==> src/common/amcmd_pkg.sv <==
// Overview of operation
// RULE1 - Set-max answers with ack and error code
// RULE2 - Host clears transmit bit after each ack
// RULE3 - No new command until transmit clears
// RULE4 - Set-max needs 100 counts from other points
// RULE5 - Edits take effect only on mode exit
// RULE6 - Unsaved edits dropped on exit without save
// RULE7 - Edits dropped on reset in alignment mode
// RULE8 - Save-exit 800E stores, acks, leaves alignment
// RULE9 - Save-exit refused until required points set
// RULE10 - After save-exit enter measurement mode
// RULE11 - Abort-exit 800F discards edits and acks
// RULE12 - Abort returns to alignment unless channel aligned
// RULE13 - Any exit goes measuring if channel aligned
// RULE14 - Power-up sets initialized, measurement if ready
// RULE15 - Channel ready means calibrated, configured, aligned
// RULE16 - Begin-measurement 880X selects enabled channels
// RULE17 - Measurement reports position and velocity
// RULE18 - Alignment reports raw converter sign-magnitude
// RULE19 - Set-max 900A carries value in words 1-2
// RULE20 - Execute once on transmit rising edge
package amcmd_pkg;
   localparam int NWORDS = 10;
   localparam int TX_BIT = 15;
   // Command codes
   localparam logic [15:0] CMD_SET_MAX = 16'h900a;
   localparam logic [15:0] CMD_SAVE_EXIT = 16'h800e;
   localparam logic [15:0] CMD_ABORT_EXIT = 16'h800f;
   localparam logic [15:0] CMD_MEAS_BASE = 16'h8800;
   localparam logic [15:0] CMD_MEAS_MASK = 16'hfffc;
   // Module status word bits
   localparam int MS_ACK_BIT = 15;
   localparam int MS_INIT_BIT = 12;
   localparam int MS_ALIGN_BIT = 9;
   localparam int MS_MEAS_BIT = 8;
   // Channel status word bits
   localparam int CS_CAL_BIT = 14;
   localparam int CS_CFG_BIT = 13;
   localparam int CS_ALN_BIT = 12;
   localparam int CS_EN_BIT = 0;
   // Error codes in status bits 3..0
   localparam logic [3:0] ERR_NONE = 4'h0;
   localparam logic [3:0] ERR_BAD_CMD = 4'h1;
   localparam logic [3:0] ERR_TOO_CLOSE = 4'h2;
   localparam logic [3:0] ERR_POINTS = 4'h3;
   localparam logic [3:0] ERR_MODE = 4'h4;
   localparam int MIN_SEP = 100;
   // Input word layout: status word, position pair, velocity per channel
   localparam int IW_MOD = 0;
   localparam int IW_CH_BASE = 1;
   localparam int IW_CH_STRIDE = 4;
   localparam int NPOINTS = 3;
   localparam logic [15:0] RST_WORD = 16'h0000;
   // Host register byte offsets
   localparam logic [7:0] OFF_CMD = 8'h00;
   localparam logic [7:0] OFF_ARG_HI = 8'h04;
   localparam logic [7:0] OFF_ARG_LO = 8'h08;
   localparam logic [7:0] OFF_CTRL = 8'h0c;
   localparam logic [7:0] OFF_STAT = 8'h10;
   localparam logic [7:0] OFF_IN_BASE = 8'h20;
   typedef enum logic [1:0] {
      AMCMD_M_BOOT = 2'b00,
      AMCMD_M_ALIGN = 2'b01,
      AMCMD_M_MEAS = 2'b10
   } amcmd_mode_t;
   typedef enum logic [1:0] {
      AMCMD_H_IDLE = 2'b00,
      AMCMD_H_WAIT_ACK = 2'b01,
      AMCMD_H_WAIT_CLR = 2'b10
   } amcmd_hstate_t;
endpackage : amcmd_pkg

==> src/common/amcmd_if.sv <==
`timescale 1ns/1ps
// Ten command words out from the host, ten data words back from the device
interface amcmd_if;
   logic [amcmd_pkg::NWORDS-1:0][15:0] out_w;
   logic [amcmd_pkg::NWORDS-1:0][15:0] in_w;
   modport dev (input out_w, output in_w);
   modport host (output out_w, input in_w);
endinterface : amcmd_if

==> src/amcmd_sep.sv <==
`timescale 1ns/1ps
// Checks that the reading is far enough from every defined point
module amcmd_sep #(
   parameter int ADC_W = 16,
   parameter int NPT = 2
) (
   input wire logic [ADC_W-1:0] adc,
   input wire logic [NPT-1:0][ADC_W-1:0] pt_adc,
   input wire logic [NPT-1:0] pt_set,
   output logic far
);
   localparam logic [ADC_W:0] SEP = (ADC_W+1)'(amcmd_pkg::MIN_SEP);
   logic [NPT-1:0] ok;
   // One signed distance per point; undefined points never block
   for (genvar i = 0; i < NPT; i++) begin : g_pt
      logic signed [ADC_W:0] d;
      logic [ADC_W:0] mag;
      assign d = $signed({adc[ADC_W-1], adc}) - $signed({pt_adc[i][ADC_W-1], pt_adc[i]});
      assign mag = d[ADC_W] ? (ADC_W+1)'(-d) : d;
      assign ok[i] = !pt_set[i] || (mag >= SEP); // see RULE4
   end
   assign far = &ok;
endmodule : amcmd_sep

==> src/amcmd_dev.sv <==
// The APB register port and the placing of the registers were left to the implementer.
`timescale 1ns/1ps
// Device end: interprets command blocks, keeps alignment edits and modes
module amcmd_dev #(
   parameter int ADC_W = 16
) (
   input wire logic clk,
   input wire logic reset,
   amcmd_if.dev link,
   input wire logic [1:0][ADC_W-1:0] adc_raw,
   input wire logic [1:0][31:0] pos_sm,
   input wire logic [1:0][15:0] vel,
   input wire logic [1:0] nv_cal,
   input wire logic [1:0] nv_cfg,
   input wire logic [1:0] nv_aligned,
   input wire logic align_ch,
   input wire logic [amcmd_pkg::NPOINTS-1:0] req_pts,
   input wire logic [1:0] pre_set,
   input wire logic [1:0][ADC_W-1:0] pre_adc,
   output logic nv_wr,
   output logic nv_ch,
   output logic [31:0] nv_max,
   output logic [1:0][31:0] act_max,
   output logic [1:0] ch_en,
   output logic meas_mode
);
   typedef struct packed {
      logic booted;
      amcmd_pkg::amcmd_mode_t mode;
      logic tx_q;
      logic ack;
      logic [3:0] err;
      logic [1:0] cal;
      logic [1:0] cfg;
      logic [1:0] aln;
      logic [31:0] ed_max;
      logic ed_set;
      logic [1:0][31:0] act_max;
      logic [1:0] ch_en;
      logic nv_wr;
      logic nv_ch;
      logic [31:0] nv_max;
      logic meas;
      logic [amcmd_pkg::NWORDS-1:0][15:0] in_w;
   } amcmd_dev_st_t;

   amcmd_dev_st_t s_r;
   amcmd_dev_st_t s_nxt;
   logic far;
   logic [15:0] w0;
   logic tx;
   logic edge_tx;
   logic tail_zero;
   logic args_zero;
   logic [1:0] ready;
   logic [1:0] ready_nxt;
   logic [amcmd_pkg::NPOINTS-1:0] have_pts;

   // Raw reading to 32-bit sign-magnitude
   function automatic logic [31:0] to_sm(input logic [ADC_W-1:0] v);
      logic [ADC_W-1:0] mag;
      mag = v[ADC_W-1] ? ADC_W'(-v) : v;
      return {v[ADC_W-1], 31'(mag)};
   endfunction : to_sm

   // Distance check against the null and minimum points of this channel
   amcmd_sep #(
      .ADC_W(ADC_W),
      .NPT(2)
   ) u_sep (
      .adc(adc_raw[align_ch]),
      .pt_adc(pre_adc),
      .pt_set(pre_set),
      .far(far)
   );

   // Command block decode helpers
   assign w0 = link.out_w[0];
   assign tx = w0[amcmd_pkg::TX_BIT];
   assign edge_tx = tx && !s_r.tx_q; // see RULE20
   assign tail_zero = ~|link.out_w[amcmd_pkg::NWORDS-1:3];
   assign args_zero = tail_zero && ~|link.out_w[2:1];
   assign ready = s_r.cal & s_r.cfg & s_r.aln; // see RULE15
   assign have_pts = {s_r.ed_set, pre_set};

   // Next state
   always_comb begin
      s_nxt = s_r;
      s_nxt.nv_wr = 1'b0;
      s_nxt.tx_q = tx;
      if (!s_r.booted) begin
         // Straps caught once, the first cycle after reset
         s_nxt.booted = 1'b1;
         s_nxt.cal = nv_cal;
         s_nxt.cfg = nv_cfg;
         s_nxt.aln = nv_aligned;
         if (|(nv_cal & nv_cfg & nv_aligned)) begin
            s_nxt.mode = amcmd_pkg::AMCMD_M_MEAS; // see RULE14
         end else begin
            s_nxt.mode = amcmd_pkg::AMCMD_M_ALIGN;
         end
      end else if (!tx) begin
         s_nxt.ack = 1'b0; // see RULE3
      end else if (edge_tx && !s_r.ack) begin
         // Acked commands are held off until transmit drops again
         s_nxt.ack = 1'b1; // see RULE1
         s_nxt.err = amcmd_pkg::ERR_NONE;
         if (w0 == amcmd_pkg::CMD_SET_MAX) begin
            if (s_r.mode != amcmd_pkg::AMCMD_M_ALIGN) begin
               s_nxt.err = amcmd_pkg::ERR_MODE;
            end else if (!tail_zero) begin
               s_nxt.err = amcmd_pkg::ERR_BAD_CMD;
            end else if (!far) begin
               s_nxt.err = amcmd_pkg::ERR_TOO_CLOSE; // see RULE4
            end else begin
               // Kept as an edit only; active value untouched here
               s_nxt.ed_max = {link.out_w[1], link.out_w[2]}; // see RULE19
               s_nxt.ed_set = 1'b1; // see RULE5
            end
         end else if (w0 == amcmd_pkg::CMD_SAVE_EXIT) begin
            if (s_r.mode != amcmd_pkg::AMCMD_M_ALIGN) begin
               s_nxt.err = amcmd_pkg::ERR_MODE;
            end else if (!args_zero) begin
               s_nxt.err = amcmd_pkg::ERR_BAD_CMD;
            end else if ((req_pts & have_pts) != req_pts) begin
               s_nxt.err = amcmd_pkg::ERR_POINTS; // see RULE9
            end else begin
               if (s_r.ed_set) begin
                  s_nxt.act_max[align_ch] = s_r.ed_max; // see RULE5
               end
               s_nxt.nv_wr = 1'b1; // see RULE8
               s_nxt.nv_ch = align_ch;
               s_nxt.nv_max = s_r.ed_set ? s_r.ed_max : s_r.act_max[align_ch];
               s_nxt.aln[align_ch] = 1'b1;
               s_nxt.ed_set = 1'b0;
               s_nxt.mode = amcmd_pkg::AMCMD_M_MEAS; // see RULE10
            end
         end else if (w0 == amcmd_pkg::CMD_ABORT_EXIT) begin // see RULE11
            if (s_r.mode != amcmd_pkg::AMCMD_M_ALIGN) begin
               s_nxt.err = amcmd_pkg::ERR_MODE;
            end else if (!args_zero) begin
               s_nxt.err = amcmd_pkg::ERR_BAD_CMD;
            end else begin
               s_nxt.ed_set = 1'b0; // see RULE6
               if (|ready) begin
                  s_nxt.mode = amcmd_pkg::AMCMD_M_MEAS; // see RULE13
               end else begin
                  s_nxt.mode = amcmd_pkg::AMCMD_M_ALIGN; // see RULE12
               end
            end
         end else if ((w0 & amcmd_pkg::CMD_MEAS_MASK) == amcmd_pkg::CMD_MEAS_BASE) begin
            if (s_r.mode != amcmd_pkg::AMCMD_M_MEAS) begin
               s_nxt.err = amcmd_pkg::ERR_MODE;
            end else if (!args_zero) begin
               s_nxt.err = amcmd_pkg::ERR_BAD_CMD;
            end else begin
               // A channel that is not ready stays off
               s_nxt.ch_en = w0[1:0] & ready; // see RULE16
            end
         end else begin
            s_nxt.err = amcmd_pkg::ERR_BAD_CMD;
         end
      end
      // Input data words follow the next state so they match the flags
      ready_nxt = s_nxt.cal & s_nxt.cfg & s_nxt.aln;
      // Mode flag registered so the pin comes straight from a flop
      s_nxt.meas = (s_nxt.mode == amcmd_pkg::AMCMD_M_MEAS);
      s_nxt.in_w = '0;
      s_nxt.in_w[amcmd_pkg::IW_MOD][amcmd_pkg::MS_ACK_BIT] = s_nxt.ack;
      s_nxt.in_w[amcmd_pkg::IW_MOD][amcmd_pkg::MS_INIT_BIT] = s_nxt.booted; // see RULE14
      s_nxt.in_w[amcmd_pkg::IW_MOD][amcmd_pkg::MS_MEAS_BIT] =
         (s_nxt.mode == amcmd_pkg::AMCMD_M_MEAS);
      s_nxt.in_w[amcmd_pkg::IW_MOD][amcmd_pkg::MS_ALIGN_BIT] =
         (s_nxt.mode == amcmd_pkg::AMCMD_M_ALIGN);
      s_nxt.in_w[amcmd_pkg::IW_MOD][3:0] = s_nxt.err; // see RULE1
      for (int c = 0; c < 2; c++) begin
         int b;
         b = amcmd_pkg::IW_CH_BASE + amcmd_pkg::IW_CH_STRIDE * c;
         s_nxt.in_w[b][amcmd_pkg::CS_CAL_BIT] = s_nxt.cal[c];
         s_nxt.in_w[b][amcmd_pkg::CS_CFG_BIT] = s_nxt.cfg[c];
         s_nxt.in_w[b][amcmd_pkg::CS_ALN_BIT] = s_nxt.aln[c]; // see RULE15
         s_nxt.in_w[b][amcmd_pkg::CS_EN_BIT] = s_nxt.ch_en[c] && ready_nxt[c];
         if (s_nxt.mode == amcmd_pkg::AMCMD_M_MEAS && s_nxt.ch_en[c]) begin
            {s_nxt.in_w[b+1], s_nxt.in_w[b+2]} = pos_sm[c]; // see RULE17
            s_nxt.in_w[b+3] = vel[c];
         end else if (s_nxt.mode == amcmd_pkg::AMCMD_M_ALIGN) begin
            {s_nxt.in_w[b+1], s_nxt.in_w[b+2]} = to_sm(adc_raw[c]); // see RULE18
         end
      end
   end

   // State register; reset clears every edit
   always_ff @(posedge clk) begin
      if (reset) begin
         s_r <= '0; // see RULE7
      end else begin
         s_r <= s_nxt;
      end
   end

   // Outputs straight from the state register
   assign link.in_w = s_r.in_w;
   assign nv_wr = s_r.nv_wr;
   assign nv_ch = s_r.nv_ch;
   assign nv_max = s_r.nv_max;
   assign act_max = s_r.act_max;
   assign ch_en = s_r.ch_en;
   assign meas_mode = s_r.meas;
endmodule : amcmd_dev

==> src/flat_wrapper.sv <==
// flat-port wrapper written by rule: the top's interface ports become plain ports
module amcmd_dev_flat 
#(
   parameter int ADC_W = 16
)
  (clk, reset, adc_raw, pos_sm, vel, nv_cal, nv_cfg, nv_aligned, align_ch, req_pts, pre_set, pre_adc, nv_wr, nv_ch, nv_max, act_max, ch_en, meas_mode, link_out_w, link_in_w);
  amcmd_if link_i ();
  input wire logic clk;
  input wire logic reset;
  input wire logic [1:0][ADC_W-1:0] adc_raw;
  input wire logic [1:0][31:0] pos_sm;
  input wire logic [1:0][15:0] vel;
  input wire logic [1:0] nv_cal;
  input wire logic [1:0] nv_cfg;
  input wire logic [1:0] nv_aligned;
  input wire logic align_ch;
  input wire logic [amcmd_pkg::NPOINTS-1:0] req_pts;
  input wire logic [1:0] pre_set;
  input wire logic [1:0][ADC_W-1:0] pre_adc;
  output logic nv_wr;
  output logic nv_ch;
  output logic [31:0] nv_max;
  output logic [1:0][31:0] act_max;
  output logic [1:0] ch_en;
  output logic meas_mode;
  input wire logic [$bits(link_i.out_w)-1:0] link_out_w;
  output wire logic [$bits(link_i.in_w)-1:0] link_in_w;
  assign link_i.out_w = link_out_w;
  assign link_in_w = link_i.in_w;
  amcmd_dev #(.ADC_W(ADC_W)) u_core (.clk(clk), .reset(reset), .link(link_i), .adc_raw(adc_raw), .pos_sm(pos_sm), .vel(vel), .nv_cal(nv_cal), .nv_cfg(nv_cfg), .nv_aligned(nv_aligned), .align_ch(align_ch), .req_pts(req_pts), .pre_set(pre_set), .pre_adc(pre_adc), .nv_wr(nv_wr), .nv_ch(nv_ch), .nv_max(nv_max), .act_max(act_max), .ch_en(ch_en), .meas_mode(meas_mode));
endmodule
==> config.mk <==
export PLATFORM = sky130hd
export DESIGN_NAME = amcmd_dev_flat
export DESIGN_NICKNAME = d
export VERILOG_FILES = /design/src/common/amcmd_pkg.sv /design/src/common/amcmd_if.sv /design/src/amcmd_sep.sv /design/src/amcmd_dev.sv /design/src/flat_wrapper.sv
export SDC_FILE = /design/constraint.sdc
export NUM_CORES = 1
export LEC_CHECK = 0
export BUFFER_PORTS_ARGS = -buffer_cell sky130_fd_sc_hd__buf_2
export CAP_MARGIN = 20
export CORE_AREA = 2 2 245 247
export CTS_BUF_LIST = sky130_fd_sc_hd__clkbuf_16
export DETAILED_ROUTE_END_ITERATION = 10
export DIE_AREA = 0 0 247 249
export HOLD_SLACK_MARGIN = 0.1
export PLACE_DENSITY = 0.44
export SLEW_MARGIN = 20
export SYNTH_ARGS = -nofsm -noshare
export SYNTH_HDL_FRONTEND = slang
export SYNTH_SLANG_ARGS = --single-unit
==> constraint.sdc <==
create_clock -name clk -period 14.6 [get_ports clk]
set_input_delay 3.65 -clock clk [delete_from_list [all_inputs] [get_ports clk]]
set_output_delay 3.65 -clock clk [all_outputs]
set_load 0.05 [all_outputs]
---- Yosys cells after proc, flatten, opt, wreduce, memory -nomap -nowiden ----
Cells that the tools add are included.
storage, ports and cells
  bits in registers ....................... 309
  input port bits ......................... 334
  output and inout port bits .............. 261
cells by class
  add/sub/neg operators ................... 6
  magnitude comparators ................... 4
  eq/ne operators ......................... 12
  muxes and demuxes ....................... 85
  bitwise logic cells ..................... 20
  reduce and logical (&&, ||, !) cells .... 30
operators by type and width
  cell                                                                     count
  309-bit two-way mux                                                      1
  32-bit two-way mux                                                       9
  135-bit two-way mux                                                      2
  65-bit two-way mux                                                       3
  34-bit two-way mux                                                       4
  133-bit two-way mux                                                      1
  64-bit two-way mux                                                       2
  112-bit OR reduction                                                     1
  100-bit two-way mux                                                      1
  33-bit two-way mux                                                       3
  16-bit two-way mux                                                       6
  64-bit bitwise mux                                                       1
  2-bit two-way mux                                                        26
  16-bit equality test (second input constant)                             3
  4-bit two-way mux                                                        12
  17-bit by 7-bit >= comparator with 1-bit output (second input constant)  2
  17-bit two-way mux                                                       2
  17-bit negator                                                           2
  16-bit by 16-bit subtractor with 17-bit output                           2
  32-bit demux with 1-bit select                                           1
  16-bit negator                                                           2
  32-bit OR reduction                                                      1
  9-bit AND reduction                                                      2
  8-bit AND reduction                                                      2
  other kinds (24)                                                         66

---- Longest topological paths before layout ----
Gate-level depths: netlist of run 1.
  word-level depth ........................ 18
  mapped depth ............................ 19
  depth with buffers taken out ............ 15

---- Modules after synthesis ----
From an unflattened synthesis of run 1, not the netlist that was laid out.
unflattened totals
  cells, all modules ...................... 1681
  area total of the unflattened synthesis .. 14691.6 um2
by module, submodules not included
  module     instances  cells an instance  area each (um2)  sequential area each (um2)
  amcmd_dev  1          1305               12090.3          4964.8
  amcmd_sep  1          376                2601.2           0.0

---- Least setup slack after synthesis of run 1 ----
OpenSTA, ideal clock, no wires.
  path kind ............................... input port to flip-flop
  start ................................... in align_ch
  end ..................................... reg u_core.s_r[262] (netlist bit)
  data arrival time ....................... 7.833 ns
  required time ........................... 14.528 ns
  path slack .............................. 6.696 ns
  cell stages on the path ................. 16
  buffers on the path ..................... 3
  path through ............................ clkbuf_1 buf_1 mux2_2 ha_1 o211a_1 a21boi_4 or3_4 a2111oi_4 and4b_4 nand2_1 nor4b_1 nor4_1 and4bb_4 nor4_4 buf_6 mux2i_1
between the ends
  cells in the longest elaborated chain, start to end .. 8
  elaborated cells on any way between the ends .. 13
ends and longest elaborated chain
  element                                                  line                source
  start, declared                                          flat_wrapper.sv:16  input wire logic align_ch;
  16-bit two-way mux (not written as such) * (2 in a row)  amcmd_dev.sv:71     .adc(adc_raw[align_ch]),
  16-bit by 16-bit subtractor with 17-bit output           amcmd_sep.sv:18     assign d = $signed({adc[ADC_W-1], adc}) - $signed({pt_adc[i][ADC_W-1], pt_adc[i]});
  17-bit negator                                           amcmd_sep.sv:19     assign mag = d[ADC_W] ? (ADC_W+1)'(-d) : d;
  17-bit two-way mux                                       amcmd_sep.sv:19
  17-bit by 7-bit >= comparator with 1-bit output          amcmd_sep.sv:20     assign ok[i] = !pt_set[i] || (mag >= SEP);
  1-bit logical OR                                         amcmd_sep.sv:20
  8-bit AND reduction (no source line) *                   n/a
  end signal, assigned                                     amcmd_dev.sv:197    s_r <= s_nxt;
  end, declared                                            amcmd_dev.sv:47     amcmd_dev_st_t s_r;
Every way passes the cells marked *; elsewhere a longest branch is shown, timed or not. The select of a mux whose other input is x is not followed.
A chain may end at the register's enable or synchronous reset.

---- Final worst setup path of run 1 ----
  start ................................... in align_ch
  end ..................................... reg u_core.s_r[283] (netlist bit)
Same word-level chain as after synthesis.

==> results of run 1 <==
[routing by layer]
| metal | part of all wire, % | wire (um) |
|---|---|---|
| met5 | 0 | 0 |
| met4 | 1.7 | 1020 |
| met3 | 5.3 | 3210 |
| met2 | 50 | 29800 |
| met1 | 43 | 25900 |
[kinds of logic (layout without fill, tap and decap cells)]
kind of cell	Yosys count	after routing	synth area share [%]
compound gates	336	336	15.2
xor+xnor	48	48	2.94
fa+ha+maj	38	38	3.37
buf+inv	396	670	17.1
flops	248	248	34.1
mux	90	90	6.32
other cells	1	62	0.0258
simple gates	625	625	20.9
[metrics by stage]
| stage | std cells | hold slack (ps) | power, mW |
|---|---|---|---|
| floorplan | 1829 | 432 | 0.958 |
| global placement | 2818 | 440 | 1.06 |
| detailed placement | 2819 | 440 | 1.06 |
| CTS | 2875 | 449 | 1.87 |
| global route | 2886 | 462 | 1.93 |
| finish | 2890 | 449 | 1.84 |
[synthesized netlist by cell type, drive strengths merged, types with 4 or more instances]
cell,number
o211ai,38
xor2,13
o311ai,4
nand2,315
nor3,17
nand2b,11
and2,71
or4,5
ha,36
nand4,19
a311oi,4
nor4,48
xnor2,35
o2111ai,4
a2111oi,4
inv,55
o21a,5
or2,6
buf,268
o31ai,7
dfxtp,248
clkbuf,73
a21oi,139
and3,10
nand3,19
a22o,29
a21boi,5
or3,12
mux2i,75
o21ai,33
nor2b,14
mux2,15
o22ai,4
a211oi,8
nor2,59
a21o,10
a31oi,12
[power by group]
| part | switching, mW | internal [mW] | leakage (nW) |
|---|---|---|---|
| Combinational | 0.233 | 0.126 | 5.48 |
| Clock | 0.315 | 0.480 | 0.532 |
| Sequential | 0.00457 | 0.684 | 2.00 |
| Total | 0.553 | 1.29 | 8.01 |
[worst max-delay path: stages]
cell and delay [ps]:
buf_4 220, buf_4 730, mux2_2 450, ha_1 370, a21oi_1 200, o21ai_0 190, or3_1 340, o311ai_0 800
a21oi_1 160, o2111ai_1 260, and4bb_4 300, nor4_4 210, buf_4 550, mux2i_1 260
[final cells by class]
class,count,area (sq um)
inverter,55,206
multi-input combinational,1185,7310
clock inverter,26,290
timing repair buffer,559,2860
fill,6356,41300
clock buffer,30,751
tap,773,967
antenna,14,35.0
sequential,248,4960
[worst paths after layout]
| kind | startpoint | slack, ps | to |
|---|---|---|---|
| worst min register to register | u_core.nv_max[5]$_SDFFE_PP0P_ | 450 | u_core.nv_max[5]$_SDFFE_PP0P_ |
| worst min-delay path | u_core.nv_max[5]$_SDFFE_PP0P_ | 450 | u_core.nv_max[5]$_SDFFE_PP0P_ |
| worst max-delay path | align_ch | 6360 | u_core.s_r[283]$_SDFFE_PP0P_ |
| worst max register to register | u_core.have_pts[2]$_SDFFE_PP0P_ | 10600 | u_core.link.in_w[48]$_SDFF_PP0_ |
==> flow_metrics.tcl, run 1 <==
set metrics [dict create \
    status "finished, final reports clean" \
    critPathMaxFanout 42 \
    worstPathRequired_ps 15110 \
    cts_max_level 1 \
    first_iter_violations 753 \
    floorplan.rows 89 \
    grt_start_max_net_pins 80 \
    synthDistinctLibCells 81 \
    ff2ff_path_depth 12 \
    synth_edf_count 0 \
    synth_seq_area_share_pct 34.1 \
    min_period_ps 8240 \
    cp-end-kind "flip-flop" \
    ys_top_cells_by_area "dfxtp_1 (34%), buf_4 (13%), nand2_1 (8.1%), mux2i_1 (5.2%), a21oi_1 (4.8%)" \
    via_per_inst 4.61 \
    use_met2_pct 32.3 \
    critPathKind "in2reg" \
    irDropWorstVdd_uv 81.4 \
    setup_viol 0 \
    area_delta_synth_final_pct 19.4 \
    gp_congestion 0.973 \
    wl_mm 60.0 \
    leakage_nw 8.01 \
    grt_overflow 0 \
    drc 0 \
    layout_setup_ws_ps 6360 \
    die_y_um 249 \
    hpwl_mm 47.0 \
    fin_worst_skew_ps 39.6 \
    vias 13313 \
    synthFlopType "dfxtp_1" \
    routedWlPerCell_um 20.8 \
    met1_usage_pct 23.7 \
    yosysWarnings 0 \
    cap_violations 0 \
    die_w_um 247 \
    cts_buffers 30 \
    gr-max-usage-layer "met2" \
    rsz0062_at_grt "no" \
    maxSlewHeadroom_pct 29.0 \
    fmax_mhz 121 \
    ctsHoldBuffers 0 \
    synthArstFlopShare_pct 0 \
    layout_commonest_cell "buf_2" \
    antenna_left 0 \
    cts_sinks 248 \
    ys_ff_latch 248 \
    holdPathStages 2 \
    postSynthCellCount 1782 \
    final-hold-violation-count 0 \
    ctsLongestPathBuffers 3 \
    cts.reportedPaths.clkPinSlew_ps 60 \
    dieArea_sq_um 61500 \
    clockRootBuffer "clkbuf_16" \
    arrival_ps 8760 \
    clk-insertion-delay-late_ps 590 \
    grt_pass1_wl_mm 85.7 \
    layout_common_cells "buf_2 (544), nand2_1 (315), dfxtp_1 (248)" \
    cts_tree "yes" \
    synth_top_area_share_pct 34.1 \
    hp-class "reg2reg" \
    drt_pass1_iterations 5 \
    initial_core_util_pct 24.8 \
    syn_avg_cell_area_sq_um 8.17 \
    nets 2451 \
    start_kind "input pin" \
    grt_pass1_vias 13074 \
    fin_tns_setup_ps 0 \
    core_area_sq_um 58700 \
    post_cts_resized 0 \
    fin_crit_sh_pct 56.5 \
    antenna_found_initial 15 \
    yosysTopAreaCell "dfxtp_1" \
    track_usage_pct 18.6 \
    tightest_slew_ps 1060 \
    io_pins 595 \
    place_ws_ps 5750 \
    design_area_sq_um 17400 \
    slew_violations 0 \
    synth_area_sq_um 14600 \
    placed_area_sq_um 16300 \
    fin_util_pct 29.6 \
    grt_use_met3_pct 2.46 \
    port_buffers 546 \
    postCtsSetupRepairBufs 0 \
    drive_above_1_share_pct 30.8 \
    pwr_density_cell_nw_per_um2 106 \
]
(Power assumes the default switching activity.)
==> run 2: changes to the inputs <==
- clock period: 14.6 -> 8 ns (I/O delays scaled with it)
==> run 2 against run 1 <==
Clock-buffer cell count up 1. Hold slack gained 1.6 ps. Largest power group unchanged. Non-clock buffer count is 1 higher. Final cell count decreased by 0.10%. Global-route usage is 0.22 points lower. First-iteration DRC count decreased by 9.3%. Via count increased by 0.42%. Utilization fell by 0.068 points. Highest routed layer is now met5.
==> flow_metrics.tcl, run 2 (synthesis results as in run 1) <==
set metrics [dict create \
    status "finished, final reports clean" \
    design_area_sq_um 17300 \
    via_per_inst 4.63 \
    p_total_mw 3.35 \
    p_clk_share_pct 42.9 \
    pwr_density_cell_nw_per_um2 193 \
    die_y_um 249 \
    postCtsSetupRepairBufs 0 \
    fin_util_pct 29.6 \
    cts_sinks 248 \
    maxSlewHeadroom_pct 30.0 \
    irDropWorstVdd_uv 170 \
    io_pins 595 \
    ctsHoldBuffers 0 \
    placed_area_sq_um 16300 \
    dieArea_sq_um 61500 \
    antenna_found_initial 16 \
    core_area_sq_um 58700 \
    critPathMaxFanout 32 \
    min_period_ps 6090 \
    drc 0 \
    holdPathStages 2 \
    post_cts_resized 0 \
    fin_tns_setup_ps 0 \
    place_inst 2821 \
    wl_mm 59.5 \
    hp-class "reg2reg" \
    internal_power_mw 2.34 \
    fin_worst_skew_ps 25.5 \
    p_sw_mw 1.01 \
    seqPwrFrac_pct 37.5 \
    clockRootBuffer "clkbuf_16" \
    clk-insertion-delay-late_ps 590 \
    area_delta_synth_final_pct 19.2 \
    critPathKind "in2reg" \
    fmax_mhz 164 \
    arrival_ps 6600 \
    worstPathRequired_ps 8510 \
    cts_tree "yes" \
    first_iter_violations 683 \
    grt_pass1_vias 13124 \
    combPwrFrac_pct 19.6 \
    die_w_um 247 \
    fillers 6389 \
    drt_pass1_iterations 5 \
    track_usage_pct 18.3 \
    hpwl_mm 46.5 \
    drive_above_1_share_pct 30.7 \
    layout_commonest_cell "buf_2" \
    slew_violations 0 \
    cp-end-kind "flip-flop" \
    antenna_left 0 \
    ff2ff_path_depth 12 \
    cap_violations 0 \
    leakage_nw 8.00 \
    nets 2453 \
    initial_core_util_pct 24.8 \
    routedWlPerCell_um 20.6 \
    layout_common_cells "buf_2 (544), nand2_1 (315), dfxtp_1 (248)" \
    grt_start_max_net_pins 79 \
    setup_viol 0 \
    port_buffers 546 \
    cts.reportedPaths.clkPinSlew_ps 60 \
    cts_max_level 1 \
    grt_overflow 0 \
    final-hold-violation-count 0 \
    sw_frac_of_total_pct 30.1 \
    tightest_slew_ps 1040 \
    cts_buffers 31 \
    gp_congestion 0.969 \
    grt_pass1_wl_mm 84.7 \
    rsz0062_at_grt "no" \
    floorplan.rows 89 \
    start_kind "input pin" \
    vias 13369 \
    fin_crit_sh_pct 76.1 \
    finalNonFillerCells 2887 \
    ctsLongestPathBuffers 3 \
]
## run 2: cell count changes in the layout (fill, tap and decap cells not counted), moves of 2 or more
cell	change
buf_12	-2
buf_4	+3
clkinv_1	+2
clkinv_2	-3
clkinv_4	-2
clkinvlp_4	+2
diode_2	-5
inv_6	+2
## run 2: path summary, 6_finish.rpt
| kind | from | to | slack, ps |
|---|---|---|---|
| setup reg to reg | u_core.have_pts[2]$_SDFFE_PP0P_ | u_core.link.in_w[126]$_SDFF_PP0_ | 4080 |
| hold reg to reg | u_core.nv_max[25]$_SDFFE_PP0P_ | u_core.nv_max[25]$_SDFFE_PP0P_ | 450 |
| setup / recovery | align_ch | u_core.s_r[271]$_SDFFE_PP0P_ | 1910 |
| hold / removal | u_core.nv_max[25]$_SDFFE_PP0P_ | u_core.nv_max[25]$_SDFFE_PP0P_ | 450 |
## run 2: power groups by stage
| stage | Combinational, mW | Sequential, mW | Clock, mW |
|---|---|---|---|
| after detailed placement | 0.652 | 1.28 | 0 |
| after global routing | 0.714 | 1.26 | 1.53 |
| after global placement | 0.647 | 1.28 | 0 |
| after floorplan | 0.468 | 1.28 | 0 |
| after CTS | 0.655 | 1.26 | 1.48 |
| final | 0.658 | 1.26 | 1.44 |
## run 2: layout make-up
| class | instances | area, sq um | share of cell area (%) |
|---|---|---|---|
| Sequential cell | 248 | 4960 | 28.6 |
| Antenna cell | 9 | 22.5 | 0.130 |
| Timing Repair Buffer | 560 | 2840 | 16.4 |
| Inverter | 55 | 206 | 1.19 |
| Tap cell | 773 | 967 | 5.58 |
| Clock inverter | 26 | 255 | 1.47 |
| Multi-Input combinational cell | 1185 | 7310 | 42.1 |
| Clock buffer | 31 | 776 | 4.47 |
## run 2: through the flow
stage,hold slack [ps],setup WS [ps]
2_1_floorplan,432,1750
3_3_place_gp,440,1360
3_5_place_dp,442,1270
4_1_cts,453,1880
5_1_grt,466,1470
6_report,451,1910
## run 2: routing by layer
| metal | part of all wire (%) | wire, um | track usage [%] |
|---|---|---|---|
| met2 | 48 | 28500 | 31.6 |
| met5 | 0.022 | 13 | 0 |
| met4 | 2.6 | 1540 | 5.42 |
| met1 | 43 | 25700 | 23.1 |
| met3 | 6.3 | 3770 | 3.26 |
## run 2: critical path: stages
cell      delay [ps]
buf_4            230
mux2i_1          380
ha_1             240
inv_1             60
fa_1             420
a211oi_2         270
o21ai_1          220
xnor2_2          250
o21ai_1          190
nor4_2           530
a31oi_1          160
o21ba_1          220
a31oi_1          240
nor4_4            90
nor4_4           260
buf_4            550
mux2i_1          250
==> run 3: changes to the inputs <==
- PLACE_DENSITY: 0.44 -> 0.45
- clock period: 8 -> 5.2 ns (I/O delays scaled with it)
==> run 3 against run 2 <==
Clock power grew 41%. Combinational power grew 79%. Clock-buffer cell count is 2 lower. Final cell count is 3.5% higher. Sequential power rose by 53%. Utilization increased by 1.5 points. Via count grew 1.8%. Die area is the same. Register-to-register slack got worse by 1800 ps. Setup slack worse by 1600 ps. Clock skew down 4.2 ps. Critical endpoint is now u_core.s_r[268]$_SDFFE_PP0P_. Highest routed layer unchanged.
==> flow_metrics.tcl, run 3 (synthesis results as in run 1) <==
set metrics [dict create \
    status "finished, final reports clean" \
    rsz0062_at_grt "no" \
    crit_path_start "align_ch" \
    io_pins 595 \
    worstSetupEndpoint "u_core.s_r[268]$_SDFFE_PP0P_" \
    cts_buffers 29 \
    fin_crit_sh_pct 94.4 \
    wl_mm 56.1 \
    ctsHoldBuffers 0 \
    drc 0 \
    cap_violations 0 \
    antenna_found_initial 19 \
    grt_pass1_wl_mm 81.7 \
    fmax_mhz 204 \
    die_y_um 249 \
    track_usage_pct 17.4 \
    min_period_ps 4910 \
    slew_violations 0 \
    arrival_ps 5400 \
    clockRootBuffer "clkbuf_16" \
    crit_path_cell_trace "buf_4 -> mux2i_2 -> ha_2 -> inv_1 -> fa_2 -> buf_4 -> xnor2_1 -> nand2b_1 -> mux2i_1 -> nand2_1 -> or4_1 -> a211oi_1 -> a311oi_1 -> o211ai_1 -> nor4_4 -> nor4_4 -> buf_12 -> mux2i_1" \
    worstPathRequired_ps 5690 \
    hpwl_mm 44.3 \
    clk-insertion-delay-late_ps 570 \
    nets 2562 \
    vias 13604 \
    ff2ff_path_depth 10 \
    cts_max_level 1 \
    cts_sinks 248 \
    critPathMaxFanout 32 \
    grt_pass1_vias 13479 \
    hp-class "reg2reg" \
    irDropWorstVdd_uv 224 \
    placed_area_sq_um 17300 \
    layout_commonest_cell "buf_2" \
    p_total_mw 5.13 \
    antenna_left 0 \
    floorplan.rows 89 \
    max_stage_delay_ps 480 \
    routedWlPerCell_um 18.8 \
    r2r_end "u_core.link.in_w[143]$_SDFF_PP0_" \
    initial_core_util_pct 24.8 \
    grt_overflow 0 \
    critPathKind "in2reg" \
    grt_start_max_net_pins 73 \
    gp_congestion 0.916 \
    area_delta_synth_final_pct 25.2 \
    setup_viol 0 \
    first_iter_violations 704 \
    fin_worst_skew_ps 21.2 \
    pwr_density_cell_nw_per_um2 282 \
    design_area_sq_um 18200 \
    tightest_slew_ps 826 \
    cp-end-kind "flip-flop" \
    via_per_inst 4.55 \
    hold_ws_ps 449 \
    maxSlewHeadroom_pct 44.9 \
    start_kind "input pin" \
    final-hold-violation-count 0 \
    cts.reportedPaths.clkPinSlew_ps 60 \
    die_w_um 247 \
    cts_tree "yes" \
    ctsLongestPathBuffers 3 \
    place_ws_ps -302 \
    leakage_nw 8.51 \
    postCtsSetupRepairBufs 0 \
    r2r_start "u_core.have_pts[2]$_SDFFE_PP0P_" \
    drive_above_1_share_pct 34.3 \
    drt_pass1_iterations 5 \
    dieArea_sq_um 61500 \
    ff2ff_setup_slack_ps 2250 \
    layout_common_cells "buf_2 (544), nand2_1 (315), dfxtp_1 (248)" \
    core_area_sq_um 58700 \
    port_buffers 546 \
    slowest_stage "or4_1" \
    layout_setup_ws_ps 293 \
]
run 3: layer usage:
metal	GRT usage [%]	wire length (um)	vias to the layer above
li1	-	-	6654
met3	3.47	3930	91
met2	31.2	27800	513
met5	0	26	-
met4	5.56	1640	4
met1	20.5	22700	6342
run 3: worst min path at each step:
stage	slack, ps	depth (start not counted)	start	to
2_1_floorplan	430	2	flip-flop	flip-flop
3_3_place_gp	440	2	u_core.nv_max[12]$_SDFFE_PP0P_	u_core.nv_max[12]$_SDFFE_PP0P_
3_5_place_dp	440	2	u_core.nv_max[30]$_SDFFE_PP0P_	u_core.nv_max[30]$_SDFFE_PP0P_
4_1_cts	450	2	u_core.nv_max[30]$_SDFFE_PP0P_	u_core.nv_max[30]$_SDFFE_PP0P_
5_1_grt	470	2	u_core.nv_ch$_SDFFE_PP0P_	u_core.nv_ch$_SDFFE_PP0P_
6_report	450	2	u_core.nv_max[30]$_SDFFE_PP0P_	u_core.nv_max[30]$_SDFFE_PP0P_
run 3: critical path: cells and delay by family:
kind,cells,cell delay (ps)
multiplexers,3,810
AND/OR/NAND/NOR,5,1120
buffers and inverters,4,590
adder cells (fa/ha/maj),2,600
AO/OA/AOI/OAI,3,640
XOR/XNOR,1,280
run 3: report_power, final:
part / total [mW] / leakage, nW / switching [mW] / internal (mW)
clock network: 2.03 / 0.460 / 0.827 / 1.20
logic: 1.18 / 6.05 / 0.689 / 0.488
registers: 1.93 / 2.00 / 0.0126 / 1.92
run 3: area by class of cell:
class / instances / area, sq um
Fill cell: 6241 / 40500
Multi-Input combinational cell: 1185 / 7330
Sequential cell: 248 / 4960
Timing Repair Buffer: 671 / 3810
Tap cell: 773 / 967
Clock buffer: 29 / 726
Inverter: 55 / 206
Clock inverter: 18 / 193
Antenna cell: 10 / 25.0
run 3: what timing repair did:
item / 4_1_cts / 5_1_grt
gates resized for setup: 0 / 1
setup endpoints to repair: 0 / 4
endpoints found under the hold margin: 0 / 0
run 3: metrics by stage:
step                setup TNS (ps)  cells  utilization [%]
global route                     0   2987             31.0
detailed placement           -9850   2932             29.4
global placement             -6730   2932             29.4
floorplan                        0   1829                -
CTS                              0   2979             31.0
finish                           0   2989             31.0
